## config.mk

```make
export PLATFORM = sky130hd
export DESIGN_NAME = aer_regs
export DESIGN_NICKNAME = d
export VERILOG_FILES = /design/src/common/aer_pkg.sv /design/src/core/aer_regs.sv
export VERILOG_INCLUDE_DIRS = /design/src /design/src/common
export SDC_FILE = /design/constraint.sdc
export NUM_CORES = 1
export LEC_CHECK = 0
export BUFFER_PORTS_ARGS = -buffer_cell sky130_fd_sc_hd__buf_4
export CAP_MARGIN = 25
export CORE_UTILIZATION = 40
export CTS_BUF_LIST = sky130_fd_sc_hd__clkbuf_8
export DETAILED_ROUTE_END_ITERATION = 10
export GPL_ROUTABILITY_DRIVEN = 0
export HOLD_SLACK_MARGIN = 0.03
export PLACE_DENSITY = 0.74
export SLEW_MARGIN = 20
export SYNTH_ARGS = -nofsm -noshare
export SYNTH_HDL_FRONTEND = slang
export SYNTH_SLANG_ARGS = --single-unit
```

## constraint.sdc

```tcl
create_clock -name CLK_I -period 1.2 [get_ports CLK_I]
set_clock_uncertainty 0.05 [all_clocks]
set_input_delay 0.06 -clock CLK_I [delete_from_list [all_inputs] [get_ports CLK_I]]
set_output_delay 0.06 -clock CLK_I [all_outputs]
set_load 0.05 [all_outputs]
```

## src/common/aer_consts.svh

```systemverilog
`ifndef AER_CONSTS_SVH
`define AER_CONSTS_SVH

// register offsets (byte addresses)
`define AER_OFF_SEVERITY    12'h10c
`define AER_OFF_CORR_STATUS 12'h110
`define AER_OFF_UNCORR_MASK 12'h108
`define AER_OFF_CORR_MASK   12'h114

// severity field positions
`define AER_SEV_UNUSED_BIT   0
`define AER_SEV_LINK_PROT    4
`define AER_SEV_SURPRISE     5
`define AER_SEV_POISONED     12
`define AER_SEV_FLOW_PROT    13
`define AER_SEV_COMPL_TO     14
`define AER_SEV_COMPL_ABORT  15
`define AER_SEV_UNEXP_COMPL  16
`define AER_SEV_RX_OVERFLOW  17
`define AER_SEV_BAD_FORMAT   18
`define AER_SEV_ECRC         19
`define AER_SEV_UNSUP_REQ    20

// correctable status field positions
`define AER_COR_RX_ERR       0
`define AER_COR_BAD_TLP      6
`define AER_COR_BAD_DLLP     7
`define AER_COR_REPLAY_ROLL  8
`define AER_COR_REPLAY_TMO   12
`define AER_COR_ADVISORY     13

// writable masks and reset values
`define AER_SEV_WR_MASK      32'h001f3031
`define AER_SEV_RESET        32'h00062030
`define AER_COR_WR_MASK      32'h000031c1
`define AER_COR_RESET        32'h00000000
`define AER_UMASK_WR_MASK    32'h001f3031
`define AER_UMASK_RESET      32'h00000000
`define AER_CMASK_RESET      32'h00002000

`endif

```

## src/common/aer_pkg.sv

```systemverilog
package aer_pkg;
  typedef logic [31:0] aer_word_t;
  typedef logic [11:0] aer_addr_t;
  typedef enum logic [1:0] {AER_NONE, AER_NONFATAL, AER_FATAL} aer_sev_e;
endpackage : aer_pkg

```

## src/core/aer_regs.sv

```systemverilog
// Chosen here: the strobed register port.
`include "aer_consts.svh"
// ****************************************************************
// Contract
// - unmasked uncorrectable event on a writable bit other than 0 reports fatal if severity bit set, else non-fatal
// - severity applies only to unmasked events; masked events not reported at all
// - severity bit 0 writable sticky unused, resets zero, no effect
// - severity bit 4 link protocol error rw sticky, resets one
// - severity bit 5 surprise down rw sticky, resets one
// - severity bit 12 poisoned tlp rw sticky, resets zero
// - severity bit 13 flow control protocol error rw sticky, resets one
// - severity bit 14 completion timeout read-only zero
// - severity bit 15 completer abort read-only zero
// - severity bit 16 unexpected completion rw sticky, resets zero
// - severity bit 17 receiver overflow rw sticky, resets one
// - severity bit 18 bad format tlp rw sticky, resets one
// - severity bit 19 ecrc rw sticky, resets zero
// - severity bit 20 unsupported request rw sticky, resets zero
// - correctable bit 0 set on receiver error, sticky, write one clears
// - correctable bit 6 set on corrupt tlp, sticky, write one clears
// - correctable bit 7 set on corrupt dllp, sticky, write one clears
// - correctable bit 8 set on replay count rollover, write one clears
// - correctable bit 12 set on replay timer expiry, sticky, write one clears
// - correctable bit 13 set on advisory nonfatal, sticky, write one clears
// - masked correctable events still set status but are not reported
// ****************************************************************
module aer_regs (
  input  wire logic               CLK_I,
  input  wire logic               RESET_N_I,
  input  wire logic               HOT_RESET_I,
  input  wire logic               CE_I,
  input  wire aer_pkg::aer_addr_t ADDR_I,
  input  wire aer_pkg::aer_word_t WDATA_I,
  input  wire logic               WR_I,
  input  wire logic               RD_I,
  output aer_pkg::aer_word_t      RDATA_O,
  input  wire logic [31:0]        UNCORR_EVENT_I,
  input  wire logic [31:0]        CORR_EVENT_I,
  output logic                    FATAL_REPORT_O,
  output logic                    NONFATAL_REPORT_O,
  output logic                    CORR_REPORT_O
);

  // ****************************************************************
  // decode
  // ****************************************************************
  aer_pkg::aer_word_t uncorr_severity_reg;
  aer_pkg::aer_word_t corr_status_reg;
  aer_pkg::aer_word_t uncorr_mask_reg;
  aer_pkg::aer_word_t corr_mask_reg;
  aer_pkg::aer_word_t rdata;
  logic               fatal_q;
  logic               nonfatal_q;
  logic               corr_q;

  // one compare serves the write strobes and the read mux alike, so the two
  // decodes can never drift apart when an offset moves
  function automatic logic hit(input aer_pkg::aer_addr_t a, input aer_pkg::aer_addr_t off);
    hit = (a == off);
  endfunction : hit

  // every strobe is gated by the clock enable, so a frozen block takes no write
  wire logic wr_sev   = CE_I && WR_I && hit(ADDR_I, `AER_OFF_SEVERITY);
  wire logic wr_cor   = CE_I && WR_I && hit(ADDR_I, `AER_OFF_CORR_STATUS);
  wire logic wr_umask = CE_I && WR_I && hit(ADDR_I, `AER_OFF_UNCORR_MASK);
  wire logic wr_cmask = CE_I && WR_I && hit(ADDR_I, `AER_OFF_CORR_MASK);

  // read mux; unmapped offsets read zero
  aer_pkg::aer_word_t rd_mux;
  always_comb
  begin
    if (hit(ADDR_I, `AER_OFF_SEVERITY))
      rd_mux = uncorr_severity_reg;
    else if (hit(ADDR_I, `AER_OFF_CORR_STATUS))
      rd_mux = corr_status_reg;
    else if (hit(ADDR_I, `AER_OFF_UNCORR_MASK))
      rd_mux = uncorr_mask_reg;
    else if (hit(ADDR_I, `AER_OFF_CORR_MASK))
      rd_mux = corr_mask_reg;
    else
      rd_mux = 32'h00000000;
  end

  // ****************************************************************
  // sticky registers
  // ****************************************************************
  // only the async reset (fundamental) restores defaults; hot reset is ignored on purpose
  wire aer_pkg::aer_word_t cor_evt = CORR_EVENT_I & `AER_COR_WR_MASK;
  // set wins over a simultaneous write-one clear
  wire aer_pkg::aer_word_t next_cor = (corr_status_reg & ~(wr_cor ? WDATA_I : 32'h00000000)) | cor_evt;

  always_ff @(posedge CLK_I or negedge RESET_N_I)
  begin
    if (!RESET_N_I)
    begin
      uncorr_severity_reg <= `AER_SEV_RESET;
      corr_status_reg     <= `AER_COR_RESET;
      uncorr_mask_reg     <= `AER_UMASK_RESET;
      corr_mask_reg       <= `AER_CMASK_RESET;
    end
    else if (CE_I)
    begin
      if (wr_sev)
        uncorr_severity_reg <= WDATA_I & `AER_SEV_WR_MASK;
      if (wr_umask)
        uncorr_mask_reg <= WDATA_I & `AER_UMASK_WR_MASK;
      if (wr_cmask)
        corr_mask_reg <= WDATA_I & `AER_COR_WR_MASK;
      corr_status_reg <= next_cor & `AER_COR_WR_MASK;
    end
  end

  // ****************************************************************
  // reporting
  // ****************************************************************
  // bit 0 and hardwired bits never report, whatever the detector drives
  wire aer_pkg::aer_word_t live_uncorr = UNCORR_EVENT_I & ~uncorr_mask_reg & `AER_SEV_WR_MASK
                                         & ~(32'h1 << `AER_SEV_UNUSED_BIT);
  wire logic next_fatal    = |(live_uncorr & uncorr_severity_reg);
  wire logic next_nonfatal = |(live_uncorr & ~uncorr_severity_reg);
  // a masked correctable event still lands in the status register; only its report is held back
  wire logic next_corr     = |(cor_evt & ~corr_mask_reg);

  // registering the reports costs one cycle of latency but keeps the pulses free of glitches
  // report pulses and read data come from flops; hot reset clears only the report pulses
  always_ff @(posedge CLK_I or negedge RESET_N_I)
  begin
    if (!RESET_N_I)
    begin
      fatal_q    <= 1'b0;
      nonfatal_q <= 1'b0;
      corr_q     <= 1'b0;
      rdata      <= 32'h00000000;
    end
    else if (CE_I)
    begin
      fatal_q    <= next_fatal && !HOT_RESET_I;
      nonfatal_q <= next_nonfatal && !HOT_RESET_I;
      corr_q     <= next_corr && !HOT_RESET_I;
      rdata      <= RD_I ? rd_mux : 32'h00000000;
    end
  end

  assign FATAL_REPORT_O    = fatal_q;
  assign NONFATAL_REPORT_O = nonfatal_q;
  assign CORR_REPORT_O     = corr_q;
  assign RDATA_O           = rdata;

  // ****************************************************************
  // checks
  // ****************************************************************
  property p_fatal;
    @(posedge CLK_I) disable iff (!RESET_N_I)
    (CE_I && !HOT_RESET_I && |(UNCORR_EVENT_I & ~uncorr_mask_reg & uncorr_severity_reg & 32'h001f3030))
      |=> FATAL_REPORT_O;
  endproperty
  a_fatal: assert property (p_fatal) else $error("unmasked fatal event not reported");
  property p_masked;
    @(posedge CLK_I) disable iff (!RESET_N_I)
    (CE_I && (UNCORR_EVENT_I & ~uncorr_mask_reg & 32'h001f3030) == 32'h0) |=> !FATAL_REPORT_O && !NONFATAL_REPORT_O;
  endproperty
  a_masked: assert property (p_masked) else $error("masked event was reported");
  property p_hardwired;
    @(posedge CLK_I) disable iff (!RESET_N_I)
    uncorr_severity_reg[15:14] == 2'h0 && uncorr_severity_reg[11:6] == 6'h00 && uncorr_severity_reg[3:1] == 3'h0;
  endproperty
  a_hardwired: assert property (p_hardwired) else $error("read-only severity bit nonzero");
  property p_sev_write;
    @(posedge CLK_I) disable iff (!RESET_N_I)
    wr_sev |=> uncorr_severity_reg == ($past(WDATA_I) & 32'h001f3031);
  endproperty
  a_sev_write: assert property (p_sev_write) else $error("severity write not stored");
  property p_cor_set;
    @(posedge CLK_I) disable iff (!RESET_N_I)
    (CE_I && CORR_EVENT_I[`AER_COR_RX_ERR]) |=> corr_status_reg[`AER_COR_RX_ERR];
  endproperty
  a_cor_set: assert property (p_cor_set) else $error("receiver error not latched");
  property p_cor_clear;
    @(posedge CLK_I) disable iff (!RESET_N_I)
    (wr_cor && WDATA_I[`AER_COR_REPLAY_ROLL] && !CORR_EVENT_I[`AER_COR_REPLAY_ROLL])
      |=> !corr_status_reg[`AER_COR_REPLAY_ROLL];
  endproperty
  a_cor_clear: assert property (p_cor_clear) else $error("write one did not clear");
  property p_cor_hold;
    @(posedge CLK_I) disable iff (!RESET_N_I)
    (!wr_cor && corr_status_reg[`AER_COR_BAD_TLP]) |=> corr_status_reg[`AER_COR_BAD_TLP];
  endproperty
  a_cor_hold: assert property (p_cor_hold) else $error("sticky status lost");
  property p_reserved;
    @(posedge CLK_I) disable iff (!RESET_N_I)
    (corr_status_reg & ~32'h000031c1) == 32'h0;
  endproperty
  a_reserved: assert property (p_reserved) else $error("reserved status bit set");
  property p_corr_masked;
    @(posedge CLK_I) disable iff (!RESET_N_I)
    (CE_I && (CORR_EVENT_I & ~corr_mask_reg & 32'h000031c1) == 32'h0) |=> !CORR_REPORT_O;
  endproperty
  a_corr_masked: assert property (p_corr_masked) else $error("masked correctable reported");
  property p_hot;
    @(posedge CLK_I) disable iff (!RESET_N_I)
    (CE_I && HOT_RESET_I && !wr_sev) |=> $stable(uncorr_severity_reg);
  endproperty
  a_hot: assert property (p_hot) else $error("hot reset disturbed sticky bits");
  // each writable severity bit takes exactly the bit written, one cycle later
  property p_sev_bit0;
    @(posedge CLK_I) disable iff (!RESET_N_I)
    wr_sev |=> uncorr_severity_reg[`AER_SEV_UNUSED_BIT] == $past(WDATA_I[`AER_SEV_UNUSED_BIT]);
  endproperty
  a_sev_bit0: assert property (p_sev_bit0) else $error("unused severity bit not writable");
  property p_sev_bit4;
    @(posedge CLK_I) disable iff (!RESET_N_I)
    wr_sev |=> uncorr_severity_reg[`AER_SEV_LINK_PROT] == $past(WDATA_I[`AER_SEV_LINK_PROT]);
  endproperty
  a_sev_bit4: assert property (p_sev_bit4) else $error("link protocol severity not writable");
  property p_sev_bit5;
    @(posedge CLK_I) disable iff (!RESET_N_I)
    wr_sev |=> uncorr_severity_reg[`AER_SEV_SURPRISE] == $past(WDATA_I[`AER_SEV_SURPRISE]);
  endproperty
  a_sev_bit5: assert property (p_sev_bit5) else $error("surprise down severity not writable");
  property p_sev_bit12;
    @(posedge CLK_I) disable iff (!RESET_N_I)
    wr_sev |=> uncorr_severity_reg[`AER_SEV_POISONED] == $past(WDATA_I[`AER_SEV_POISONED]);
  endproperty
  a_sev_bit12: assert property (p_sev_bit12) else $error("poisoned severity not writable");
  property p_sev_bit13;
    @(posedge CLK_I) disable iff (!RESET_N_I)
    wr_sev |=> uncorr_severity_reg[`AER_SEV_FLOW_PROT] == $past(WDATA_I[`AER_SEV_FLOW_PROT]);
  endproperty
  a_sev_bit13: assert property (p_sev_bit13) else $error("flow control severity not writable");
  property p_sev_bit16;
    @(posedge CLK_I) disable iff (!RESET_N_I)
    wr_sev |=> uncorr_severity_reg[`AER_SEV_UNEXP_COMPL] == $past(WDATA_I[`AER_SEV_UNEXP_COMPL]);
  endproperty
  a_sev_bit16: assert property (p_sev_bit16) else $error("unexpected completion severity not writable");
  property p_sev_bit17;
    @(posedge CLK_I) disable iff (!RESET_N_I)
    wr_sev |=> uncorr_severity_reg[`AER_SEV_RX_OVERFLOW] == $past(WDATA_I[`AER_SEV_RX_OVERFLOW]);
  endproperty
  a_sev_bit17: assert property (p_sev_bit17) else $error("receiver overflow severity not writable");
  property p_sev_bit18;
    @(posedge CLK_I) disable iff (!RESET_N_I)
    wr_sev |=> uncorr_severity_reg[`AER_SEV_BAD_FORMAT] == $past(WDATA_I[`AER_SEV_BAD_FORMAT]);
  endproperty
  a_sev_bit18: assert property (p_sev_bit18) else $error("bad format severity not writable");
  property p_sev_bit19;
    @(posedge CLK_I) disable iff (!RESET_N_I)
    wr_sev |=> uncorr_severity_reg[`AER_SEV_ECRC] == $past(WDATA_I[`AER_SEV_ECRC]);
  endproperty
  a_sev_bit19: assert property (p_sev_bit19) else $error("ecrc severity not writable");
  property p_sev_bit20;
    @(posedge CLK_I) disable iff (!RESET_N_I)
    wr_sev |=> uncorr_severity_reg[`AER_SEV_UNSUP_REQ] == $past(WDATA_I[`AER_SEV_UNSUP_REQ]);
  endproperty
  a_sev_bit20: assert property (p_sev_bit20) else $error("unsupported request severity not writable");
  // completer abort can never be chosen, so its severity must stay zero
  property p_abort_zero;
    @(posedge CLK_I) disable iff (!RESET_N_I)
    uncorr_severity_reg[`AER_SEV_COMPL_ABORT] == 1'b0;
  endproperty
  a_abort_zero: assert property (p_abort_zero) else $error("completer abort severity nonzero");
  // every correctable detector pulse latches its own status bit
  property p_set_bit6;
    @(posedge CLK_I) disable iff (!RESET_N_I)
    (CE_I && CORR_EVENT_I[`AER_COR_BAD_TLP]) |=> corr_status_reg[`AER_COR_BAD_TLP];
  endproperty
  a_set_bit6: assert property (p_set_bit6) else $error("corrupt tlp not latched");
  property p_set_bit7;
    @(posedge CLK_I) disable iff (!RESET_N_I)
    (CE_I && CORR_EVENT_I[`AER_COR_BAD_DLLP]) |=> corr_status_reg[`AER_COR_BAD_DLLP];
  endproperty
  a_set_bit7: assert property (p_set_bit7) else $error("corrupt dllp not latched");
  property p_set_bit8;
    @(posedge CLK_I) disable iff (!RESET_N_I)
    (CE_I && CORR_EVENT_I[`AER_COR_REPLAY_ROLL]) |=> corr_status_reg[`AER_COR_REPLAY_ROLL];
  endproperty
  a_set_bit8: assert property (p_set_bit8) else $error("replay rollover not latched");
  property p_set_bit12;
    @(posedge CLK_I) disable iff (!RESET_N_I)
    (CE_I && CORR_EVENT_I[`AER_COR_REPLAY_TMO]) |=> corr_status_reg[`AER_COR_REPLAY_TMO];
  endproperty
  a_set_bit12: assert property (p_set_bit12) else $error("replay timer expiry not latched");
  property p_set_bit13;
    @(posedge CLK_I) disable iff (!RESET_N_I)
    (CE_I && CORR_EVENT_I[`AER_COR_ADVISORY]) |=> corr_status_reg[`AER_COR_ADVISORY];
  endproperty
  a_set_bit13: assert property (p_set_bit13) else $error("advisory nonfatal not latched");
  // writing one clears a status bit when no new event lands in the same cycle
  property p_clr_bit0;
    @(posedge CLK_I) disable iff (!RESET_N_I)
    (wr_cor && WDATA_I[`AER_COR_RX_ERR] && !CORR_EVENT_I[`AER_COR_RX_ERR])
      |=> !corr_status_reg[`AER_COR_RX_ERR];
  endproperty
  a_clr_bit0: assert property (p_clr_bit0) else $error("receiver error not cleared");
  property p_clr_bit6;
    @(posedge CLK_I) disable iff (!RESET_N_I)
    (wr_cor && WDATA_I[`AER_COR_BAD_TLP] && !CORR_EVENT_I[`AER_COR_BAD_TLP])
      |=> !corr_status_reg[`AER_COR_BAD_TLP];
  endproperty
  a_clr_bit6: assert property (p_clr_bit6) else $error("corrupt tlp not cleared");
  property p_clr_bit7;
    @(posedge CLK_I) disable iff (!RESET_N_I)
    (wr_cor && WDATA_I[`AER_COR_BAD_DLLP] && !CORR_EVENT_I[`AER_COR_BAD_DLLP])
      |=> !corr_status_reg[`AER_COR_BAD_DLLP];
  endproperty
  a_clr_bit7: assert property (p_clr_bit7) else $error("corrupt dllp not cleared");
  property p_clr_bit12;
    @(posedge CLK_I) disable iff (!RESET_N_I)
    (wr_cor && WDATA_I[`AER_COR_REPLAY_TMO] && !CORR_EVENT_I[`AER_COR_REPLAY_TMO])
      |=> !corr_status_reg[`AER_COR_REPLAY_TMO];
  endproperty
  a_clr_bit12: assert property (p_clr_bit12) else $error("replay timer expiry not cleared");
  property p_clr_bit13;
    @(posedge CLK_I) disable iff (!RESET_N_I)
    (wr_cor && WDATA_I[`AER_COR_ADVISORY] && !CORR_EVENT_I[`AER_COR_ADVISORY])
      |=> !corr_status_reg[`AER_COR_ADVISORY];
  endproperty
  a_clr_bit13: assert property (p_clr_bit13) else $error("advisory nonfatal not cleared");
  // reporting: the non-fatal path, the correctable path and the quiet cases
  property p_nonfatal;
    @(posedge CLK_I) disable iff (!RESET_N_I)
    (CE_I && !HOT_RESET_I && |(UNCORR_EVENT_I & ~uncorr_mask_reg & ~uncorr_severity_reg & 32'h001f3030))
      |=> NONFATAL_REPORT_O;
  endproperty
  a_nonfatal: assert property (p_nonfatal) else $error("unmasked non-fatal event not reported");
  property p_corr_report;
    @(posedge CLK_I) disable iff (!RESET_N_I)
    (CE_I && !HOT_RESET_I && |(CORR_EVENT_I & ~corr_mask_reg & `AER_COR_WR_MASK)) |=> CORR_REPORT_O;
  endproperty
  a_corr_report: assert property (p_corr_report) else $error("unmasked correctable not reported");
  property p_hot_quiet;
    @(posedge CLK_I) disable iff (!RESET_N_I)
    (CE_I && HOT_RESET_I) |=> !FATAL_REPORT_O && !NONFATAL_REPORT_O && !CORR_REPORT_O;
  endproperty
  a_hot_quiet: assert property (p_hot_quiet) else $error("report pulse during hot reset");
  property p_unused_quiet;
    @(posedge CLK_I) disable iff (!RESET_N_I)
    (CE_I && UNCORR_EVENT_I == 32'h00000001) |=> !FATAL_REPORT_O && !NONFATAL_REPORT_O;
  endproperty
  a_unused_quiet: assert property (p_unused_quiet) else $error("unused bit produced a report");
  // register port: holding, freezing and the one-cycle read answer
  property p_sev_hold;
    @(posedge CLK_I) disable iff (!RESET_N_I)
    !wr_sev |=> $stable(uncorr_severity_reg);
  endproperty
  a_sev_hold: assert property (p_sev_hold) else $error("severity changed without a write");
  property p_ce_freeze;
    @(posedge CLK_I) disable iff (!RESET_N_I)
    !CE_I |=> $stable(uncorr_severity_reg) && $stable(corr_status_reg) && $stable(RDATA_O);
  endproperty
  a_ce_freeze: assert property (p_ce_freeze) else $error("state moved while clock enable low");
  property p_rdata_idle;
    @(posedge CLK_I) disable iff (!RESET_N_I)
    (CE_I && !RD_I) |=> RDATA_O == 32'h00000000;
  endproperty
  a_rdata_idle: assert property (p_rdata_idle) else $error("read data not zero without a read");
  property p_read_sev;
    @(posedge CLK_I) disable iff (!RESET_N_I)
    (CE_I && RD_I && ADDR_I == `AER_OFF_SEVERITY) |=> RDATA_O == $past(uncorr_severity_reg);
  endproperty
  a_read_sev: assert property (p_read_sev) else $error("severity read returned wrong word");
  property p_read_cor;
    @(posedge CLK_I) disable iff (!RESET_N_I)
    (CE_I && RD_I && ADDR_I == `AER_OFF_CORR_STATUS) |=> RDATA_O == $past(corr_status_reg);
  endproperty
  a_read_cor: assert property (p_read_cor) else $error("status read returned wrong word");
  // the mask registers keep only their writable bits
  property p_umask_write;
    @(posedge CLK_I) disable iff (!RESET_N_I)
    wr_umask |=> uncorr_mask_reg == ($past(WDATA_I) & `AER_UMASK_WR_MASK);
  endproperty
  a_umask_write: assert property (p_umask_write) else $error("uncorrectable mask write not stored");
  property p_cmask_write;
    @(posedge CLK_I) disable iff (!RESET_N_I)
    wr_cmask |=> corr_mask_reg == ($past(WDATA_I) & `AER_COR_WR_MASK);
  endproperty
  a_cmask_write: assert property (p_cmask_write) else $error("correctable mask write not stored");
  c_fatal:    cover property (@(posedge CLK_I) FATAL_REPORT_O);
  c_nonfatal: cover property (@(posedge CLK_I) NONFATAL_REPORT_O);
  c_corr:     cover property (@(posedge CLK_I) CORR_REPORT_O);
  c_clear:    cover property (@(posedge CLK_I) wr_cor && |corr_status_reg);
  c_hot:      cover property (@(posedge CLK_I) CE_I && HOT_RESET_I && |CORR_EVENT_I);

endmodule : aer_regs

```

Yosys cells after proc, flatten, opt, wreduce, memory -nomap -nowiden
Index checks and enable logic that the tools add are counted.

Reductions and logical operators: 15. Order comparisons: 0. Bitwise gates (word level): 10. $mul: 0. Equality and inequality tests: 4. Div/mod/pow operators: 0. Shift operators: 0. $add $sub $neg: 0. Multiplexer cells: 6.

Operators with widths (number): $reduce_or A32 Y1 (3); $mux W32 (2); $eq A12 B9 Y1 const B (4); $and A21 B21 Y21 (2); $mux W21 (2); $and A14 B32 Y32 (1); $and A21 B32 Y32 (1); $not A14 Y32 (1); $not A21 Y32 (1); $mux W14 (2); $not A21 Y21 (1); $and A14 B14 Y14 (1); $not A14 Y14 (1); $or A14 B14 Y14 (1); $logic_and A1 B1 Y1 (8); $reduce_and A2 Y1 (3); $logic_not A1 Y1 (1).

Bits in read-only memories: 0. Input port bits: 114. Memories kept: 0. Bits in registers: 67. Bits in writable memories: 0. Bits in latches: 0. Word-level logic and storage cells: 43.

Depth between registers and ports, before layout
Gate-level depths: netlist of run 1.

Word-level depth: 6. Depth in mapped cells: 5. Depth with buffers taken out: 4.

Worst setup path before layout of run 1
Ideal clock, no wire load.

Path type: input -> register. Start: input ADDR_I[11]. End: register uncorr_severity_reg[0]. Required time: 1.025 ns. Data arrival time: 1.775 ns. Setup slack: -0.750 ns. Library setup time: 0.125 ns. Stages on the path: 5. Path through: or4b_4 or4_4 buf_6 nor2_8 mux2_4.

Cells in the longest elaborated chain, start to end: 3.

RTL lines: from (decl) (RTL line aer_regs.sv:32) `input wire aer_pkg::aer_addr_t ADDR_I,`; $eq A12 B9 Y1 (RTL line aer_regs.sv:59) `hit = (a == off);`; $logic_and A1 B1 Y1 (RTL line aer_regs.sv:63) `` wire logic wr_sev = CE_I && WR_I && hit(ADDR_I, `AER_OFF_SEVERITY); ``; $reduce_and A2 Y1 (no line); to (signal assigned) (RTL line aer_regs.sv:96) `` uncorr_severity_reg <= `AER_SEV_RESET; ``; to (signal assigned) (RTL line aer_regs.sv:104) `` uncorr_severity_reg <= WDATA_I & `AER_SEV_WR_MASK; ``; to (decl) (RTL line aer_regs.sv:47) `aer_pkg::aer_word_t uncorr_severity_reg;`.

No other way between the ends. A chain may end at the register's enable or synchronous reset.

Worst setup path in the final report of run 1
Start: input ADDR_I[11]. End: register uncorr_severity_reg[12].

Same word-level chain as after synthesis.

==> results of run 1 <==
==> placed cells by master, fill, tap and decap left out, drive strengths merged, types with 6 or more instances in the layout <==
cell type,netlist,layout
dlygate4sd3,0,23
dfstp,6,6
nand3b,10,10
o22ai,17,17
nor4,6,6
nand2,7,7
mux2,26,26
inv,22,22
a22o,6,6
buf,22,95
nor3b,8,8
nor2,6,6
mux2i,13,13
dfrtp,42,42
conb,1,19
==> kinds of logic after synthesis <==
kind of cell / after synthesis
compound gates: 32
buf+inv: 48
flops: 48
mux: 39
other cells: 1
simple gates: 54
==> routing by layer <==
layer,vias up,share of wire,GRT usage
li1,990,-,-
met1,1101,0.41,0.272
met2,85,0.50,0.369
met3,13,0.060,0.0278
met4,0,0.024,0.0596
met5,-,0,0
==> timing repair <==
action | in CTS | in global routing
hold buffers | 22 | 1
endpoints found under the setup margin | 46 | 48
setup buffers | 7 | 3
endpoints found under the hold margin | 77 | 3
pin swaps | 7 | 11
resized for setup | 22 | 34
==> tightest hold or removal path, cell delays in order <==
cell and delay (ns):
buf_4 0.09, nand2b_1 0.17, a32oi_1 0.08
==> per-stage QoR <==
step           TNS (ns)   util  worst slack, ns
6_report         -18.18  0.651           -0.555
3_3_place_gp     -31.22  0.527           -0.849
2_1_floorplan    -22.49      -           -0.727
3_5_place_dp     -32.61  0.527           -0.874
4_1_cts          -18.79  0.619           -0.529
5_1_grt          -19.91  0.651           -0.585
==> worst min path at each step <==
stage / from / end / slack, ns / cells past startpoint
after floorplan: RESET_N_I / CORR_REPORT_O / -0.29 / 0
after global placement: RESET_N_I / corr_status_reg[8] / -0.09 / 1
after detailed placement: RESET_N_I / corr_status_reg[8] / -0.09 / 1
after CTS: HOT_RESET_I / FATAL_REPORT_O / 0.04 / 3
after global routing: HOT_RESET_I / FATAL_REPORT_O / 0.08 / 3
final: HOT_RESET_I / NONFATAL_REPORT_O / 0.07 / 3
==> power groups by stage <==
stage	clock, W	sequential [W]	combinational, W
floorplan	0	0.00169	0.000279
global placement	0	0.00166	0.000490
detailed placement	0	0.00166	0.000496
CTS	0.00161	0.00163	0.000576
global route	0.00167	0.00164	0.000644
finish	0.00159	0.00163	0.000605
==> synth_stat cells (2+ instances only) <==
| library cell | instances | share of area |
|---|---|---|
| o22ai_1 | 17 | 0.042 |
| o311ai_0 | 3 | 0.010 |
| mux2_2 | 13 | 0.058 |
| mux2_4 | 10 | 0.059 |
| a32oi_1 | 2 | 0.0069 |
| mux2_1 | 3 | 0.013 |
| dfstp_2 | 6 | 0.062 |
| nor4_1 | 6 | 0.015 |
| dfrtp_1 | 42 | 0.41 |
| nand2_1 | 7 | 0.010 |
| a22o_1 | 6 | 0.021 |
| buf_4 | 19 | 0.056 |
| o21ai_0 | 3 | 0.0059 |
| nand3_1 | 3 | 0.0059 |
| inv_1 | 22 | 0.033 |
| nand4_1 | 2 | 0.0049 |
| nor2_8 | 2 | 0.016 |
| clkbuf_1 | 4 | 0.0059 |
| mux2i_1 | 13 | 0.051 |
| nand3b_1 | 10 | 0.030 |
| nor3b_1 | 8 | 0.024 |
| nor2_1 | 4 | 0.0059 |
| nand2b_1 | 5 | 0.012 |
==> layout make-up <==
cell class	instances	area, um2
Tap cell	75	93.8
Multi-Input combinational cell	144	1380
Clock inverter	3	90.1
Inverter	22	82.6
Fill cell	439	2110
Timing Repair Buffer	118	993
Clock buffer	5	68.8
Sequential cell	48	1210
==> impl_metrics.toml, run 1 <==
[worst_setup_path]
cp-end-kind = "register"
crit_start = "ADDR_I[11]"
endpoint = "uncorr_severity_reg[12]"
crit_path_top_delay_cell = "or4_4"
cp_max_fo = 10
crit_cells = 5
r2r_end = "RDATA_O[12]"
r2r_cells = 5
max_stage_delay_ns = 0.60
crit_type = "primary input to register"
critPathRequiredTime_ns = 1.34
crit_chain = "buf_6, or4b_4, or4_4, nor2_8, mux2_4"
rrSetupSlack_ns = -0.11
startpoint_type = "primary input"
crit_buf_inv = 1
cpLargestDelayFamily = "simple AND/OR/NAND/NOR gates"
timing.rr.start = "uncorr_mask_reg[12]"
cp.arrival_ns = 1.89

[yosys]
netlist_instances = 222
synthMuxAreaShare = 0.182
synth-simple-area-share = 0.148
syn_area_per_cell_um2 = 11.4
synth_xor_area_frac = 0
synth_cell_types = 35
seq_area_frac_synth = 0.477
synth_edf_count = 0
ys_seq_elements = 48
synth_compound_area_frac = 0.0894
synth_top_family_by_area = "multiplexers"
synth_fa_ha_area_frac = 0
synth_area_um2 = 2530
yosys_warnings = 0
synth-main-ff-cell = "dfrtp_1"
async_flop_share = 1.00

[timing]
fin_crit_sh = 1.46
whs_ns = 0.0720
slew_viol_final = 0
fin_ws_ns = -0.555
finalSetupViolations = 47
rsz0062_at_grt = "true"
hold_viol_final = 0
fmax_mhz = 570
fin_crit_ns = 1.75

[pwr]
p_total_w = 0.00383
pwr-share-seq = 0.426
switching_share = 0.240
p_comb_frac = 0.158
ir_drop_uv = 594
p_sw_w = 0.000922
p_leak_nw = 1.88
p_int_w = 0.00291
clkPwrFrac = 0.416
powerDensity_nw_per_um2 = 978

[placed_design]
numPlacedInstances = 375
dp_hpwl_um = 4650
place_area_um2 = 3180
io_buffers = 61

[clocking]
clock_latency_ns = 0.31
cts.path.max_buffers = 2
cts_sinks = 48
cts_buffers = 5
h-tree-depth = 2
ctsRootBufferMaster = "clkbuf_8"
cts_tree = "yes"
path_clk_slew_ns = 0.09

[cells_and_area]
final_cell_count_no_fill = 415
largest_reg_flops = 13
design.final.nets = 453
diodes = 0
drive_above_1_share = 0.491
finalInstanceArea_um2 = 3920
area_growth_pct = 54.7

[global_route]
globalRoute.totalOverflow = 0
grt_use_total = 0.211
grt_pass1_wl_um = 10400
grt_max_degree = 21
grt_pass1_vias = 2093
antenna_found_initial = 0

[drt]
wl_per_cell_um = 17.1
vias = 2189
drcViolationCount = 0
totalWireLength_um = 7090
dr.pass1.iters = 4
drt_iter0_markers = 110
vias_per_cell = 5.27
drtAntennaViolNets = 0

[die]
die_area_um2 = 6660
dieHeight_um = 81.6
die_w_um = 81.6
rows = 28
initial_core_util = 0.420
io_pins = 149
fp.coreArea_um2 = 6030

[job]
drv_cap = 0

[run_status]
status = "finished, violations left"
violations = "negative setup slack"

[worst_hold_path]
hp-class = "primary input to register"
Note: power is estimated with default switching activity, not from simulation.
==> run 2: changes to the inputs <==
==> constraint.sdc (replaced) <==
create_clock -name CLK_I -period 1.9 [get_ports CLK_I]
set_clock_uncertainty 0.05 [all_clocks]
set_input_delay 0.095 -clock CLK_I [delete_from_list [all_inputs] [get_ports CLK_I]]
set_output_delay 0.095 -clock CLK_I [all_outputs]
set_load 0.05 [all_outputs]
==> run 2 against run 1 <==
Effect of this change:
- sequential cell count is the same
- count of clock-buffer cells in the layout grew 2
- final cell count shrank 8.0%
- critical path type unchanged
- non-clock buffer count shrank 33
- via count shrank 10%
- utilization shrank 10 points
- wire length shrank 19%
- first-iteration DRC count shrank 27%
- die area is the same
- the flow now finishes without violations
- worst hold slack gained 0.0050 ns
- largest cell class is now flip-flops and latches
==> impl_metrics.toml, run 2 (synthesized netlist as in run 1, its figures left out) <==
[global_route]
grt_util_met1 = 0.249
grt_use_total = 0.187
grt_util_met2 = 0.298
grt_pass1_wl_um = 9180
grt_max_degree = 49
grt.busiest_layer = "met2"
gr-usage-met3 = 0.0278
antenna_found_initial = 0
grt_pass1_vias = 1931
globalRoute.totalOverflow = 0

[worst_hold_path]
hp-class = "primary input to register"
hold_end = "NONFATAL_REPORT_O"
whs_path_depth = 3
hold_start = "HOT_RESET_I"

[cells_and_area]
drive_above_1_share = 0.349
layout_commonest_cell = "buf_4"
area_growth_pct = 30.5
finalInstanceArea_um2 = 3310
design.final.nets = 420
largest_reg_flops = 13
diodes = 0
final_cell_mix = "buf_4 (65), dfrtp_1 (42), inv_1 (23)"

[die]
die_w_um = 81.6
dieHeight_um = 81.6
initial_core_util = 0.420
fp.coreArea_um2 = 6030
io_pins = 149
die_area_um2 = 6660
rows = 28

[clocking]
cts_setup_buffers = 0
cts_sinks = 48
ctsRootBufferMaster = "clkbuf_8"
h-tree-depth = 2
cts_buffers = 5
clock_latency_ns = 0.30
cts_resized = 0
path_clk_slew_ns = 0.09
cts_tree = "yes"
cts.path.max_buffers = 2

[worst_setup_path]
crit_type = "primary input to register"
cp.arrival_ns = 1.93
critPathRequiredTime_ns = 2.05
timing.rr.start = "uncorr_severity_reg[13]"
r2r_end = "NONFATAL_REPORT_O"
r2r_cells = 3
startpoint_type = "primary input"
cp_max_fo = 10
cp-end-kind = "register"
rrSetupSlack_ns = 0.54

[pwr]
p_int_w = 0.00148
p_comb_frac = 0.161
p_leak_nw = 1.61
p_sw_w = 0.000530
p_total_w = 0.00201
clkPwrFrac = 0.325
switching_share = 0.264
pwr-share-seq = 0.514
ir_drop_uv = 305
powerDensity_nw_per_um2 = 608

[drt]
drcViolationCount = 0
drt_iter0_markers = 80
dr.pass1.iters = 6
wl_per_cell_um = 15.0
vias_per_cell = 5.14
totalWireLength_um = 5740
vias = 1964
drtAntennaViolNets = 0

[job]
drv_cap = 0

[timing]
fin_crit_ns = 1.78
fin_crit_sh = 0.938
slew_viol_final = 0
hold_viol_final = 0
max_slew_margin = 0.590
rsz0062_at_grt = "false"
fmax_mhz = 561
tightest_slew_ns = 0.615
finalSetupViolations = 0

[placed_design]
io_buffers = 61
dp_hpwl_um = 4010
place_area_um2 = 3010

[run_status]
status = "finished clean"
## run 2: how the worst max path moves through the flow
stage,start,end,slack [ns],cells past startpoint
detailed placement,ADDR_I[11],uncorr_severity_reg[19],-0.22,5
floorplan,ADDR_I[11],uncorr_severity_reg[0],-0.06,5
finish,ADDR_I[11],uncorr_severity_reg[16],0.12,5
global placement,ADDR_I[11],uncorr_severity_reg[16],-0.17,5
global route,ADDR_I[11],corr_mask_reg[0],0.05,7
CTS,ADDR_I[11],uncorr_severity_reg[19],0.11,5
## run 2: critical path: stages
cell	delay [ns]
buf_4	0.11
or4b_4	0.53
or4_4	0.59
nor2_8	0.27
mux2_4	0.33
## run 2: metal layers
layer / routed length (um) / up-vias
met5: 0 / -
met4: 139 / 0
met3: 287 / 13
met2: 2750 / 73
met1: 2570 / 956
li1: - / 922
## run 2: per-stage QoR
| step | hold slack (ns) | setup slack, ns | setup TNS, ns | util | instances |
|---|---|---|---|---|---|
| 3_5_place_dp | 0.0930 | -0.219 | -4.79 | 0.499 | 354 |
| 5_1_grt | 0.0816 | 0.0465 | 0 | 0.549 | 382 |
| 3_3_place_gp | 0.0954 | -0.174 | -4.06 | 0.499 | 354 |
| 6_report | 0.0771 | 0.117 | 0 | 0.549 | 382 |
| 4_1_cts | 0.0745 | 0.114 | 0 | 0.549 | 382 |
| 2_1_floorplan | -0.251 | -0.0620 | -0.773 | - | 240 |
## run 2: power by group through the flow
stage               clock [W]  sequential [W]  combinational [W]
floorplan                   0         0.00107           0.000176
finish               0.000653         0.00103           0.000323
detailed placement          0         0.00105           0.000290
global route         0.000724         0.00103           0.000347
global placement            0         0.00105           0.000288
CTS                  0.000673         0.00103           0.000323
## run 2: area by class of cell
cell class                 count  area [um2]
clock buffer                   7        96.3
clock inverter                 1        3.75
fill                         555        2720
inverter                      22        82.6
multi-input combinational    144        1130
sequential                    48        1210
tap                           75        93.8
timing repair buffer          85         688
## run 2: what timing repair did
item | CTS | global route
hold buffers | 20 | 0
endpoints found under the setup margin | 0 | 0
endpoints found under the hold margin | 74 | 0
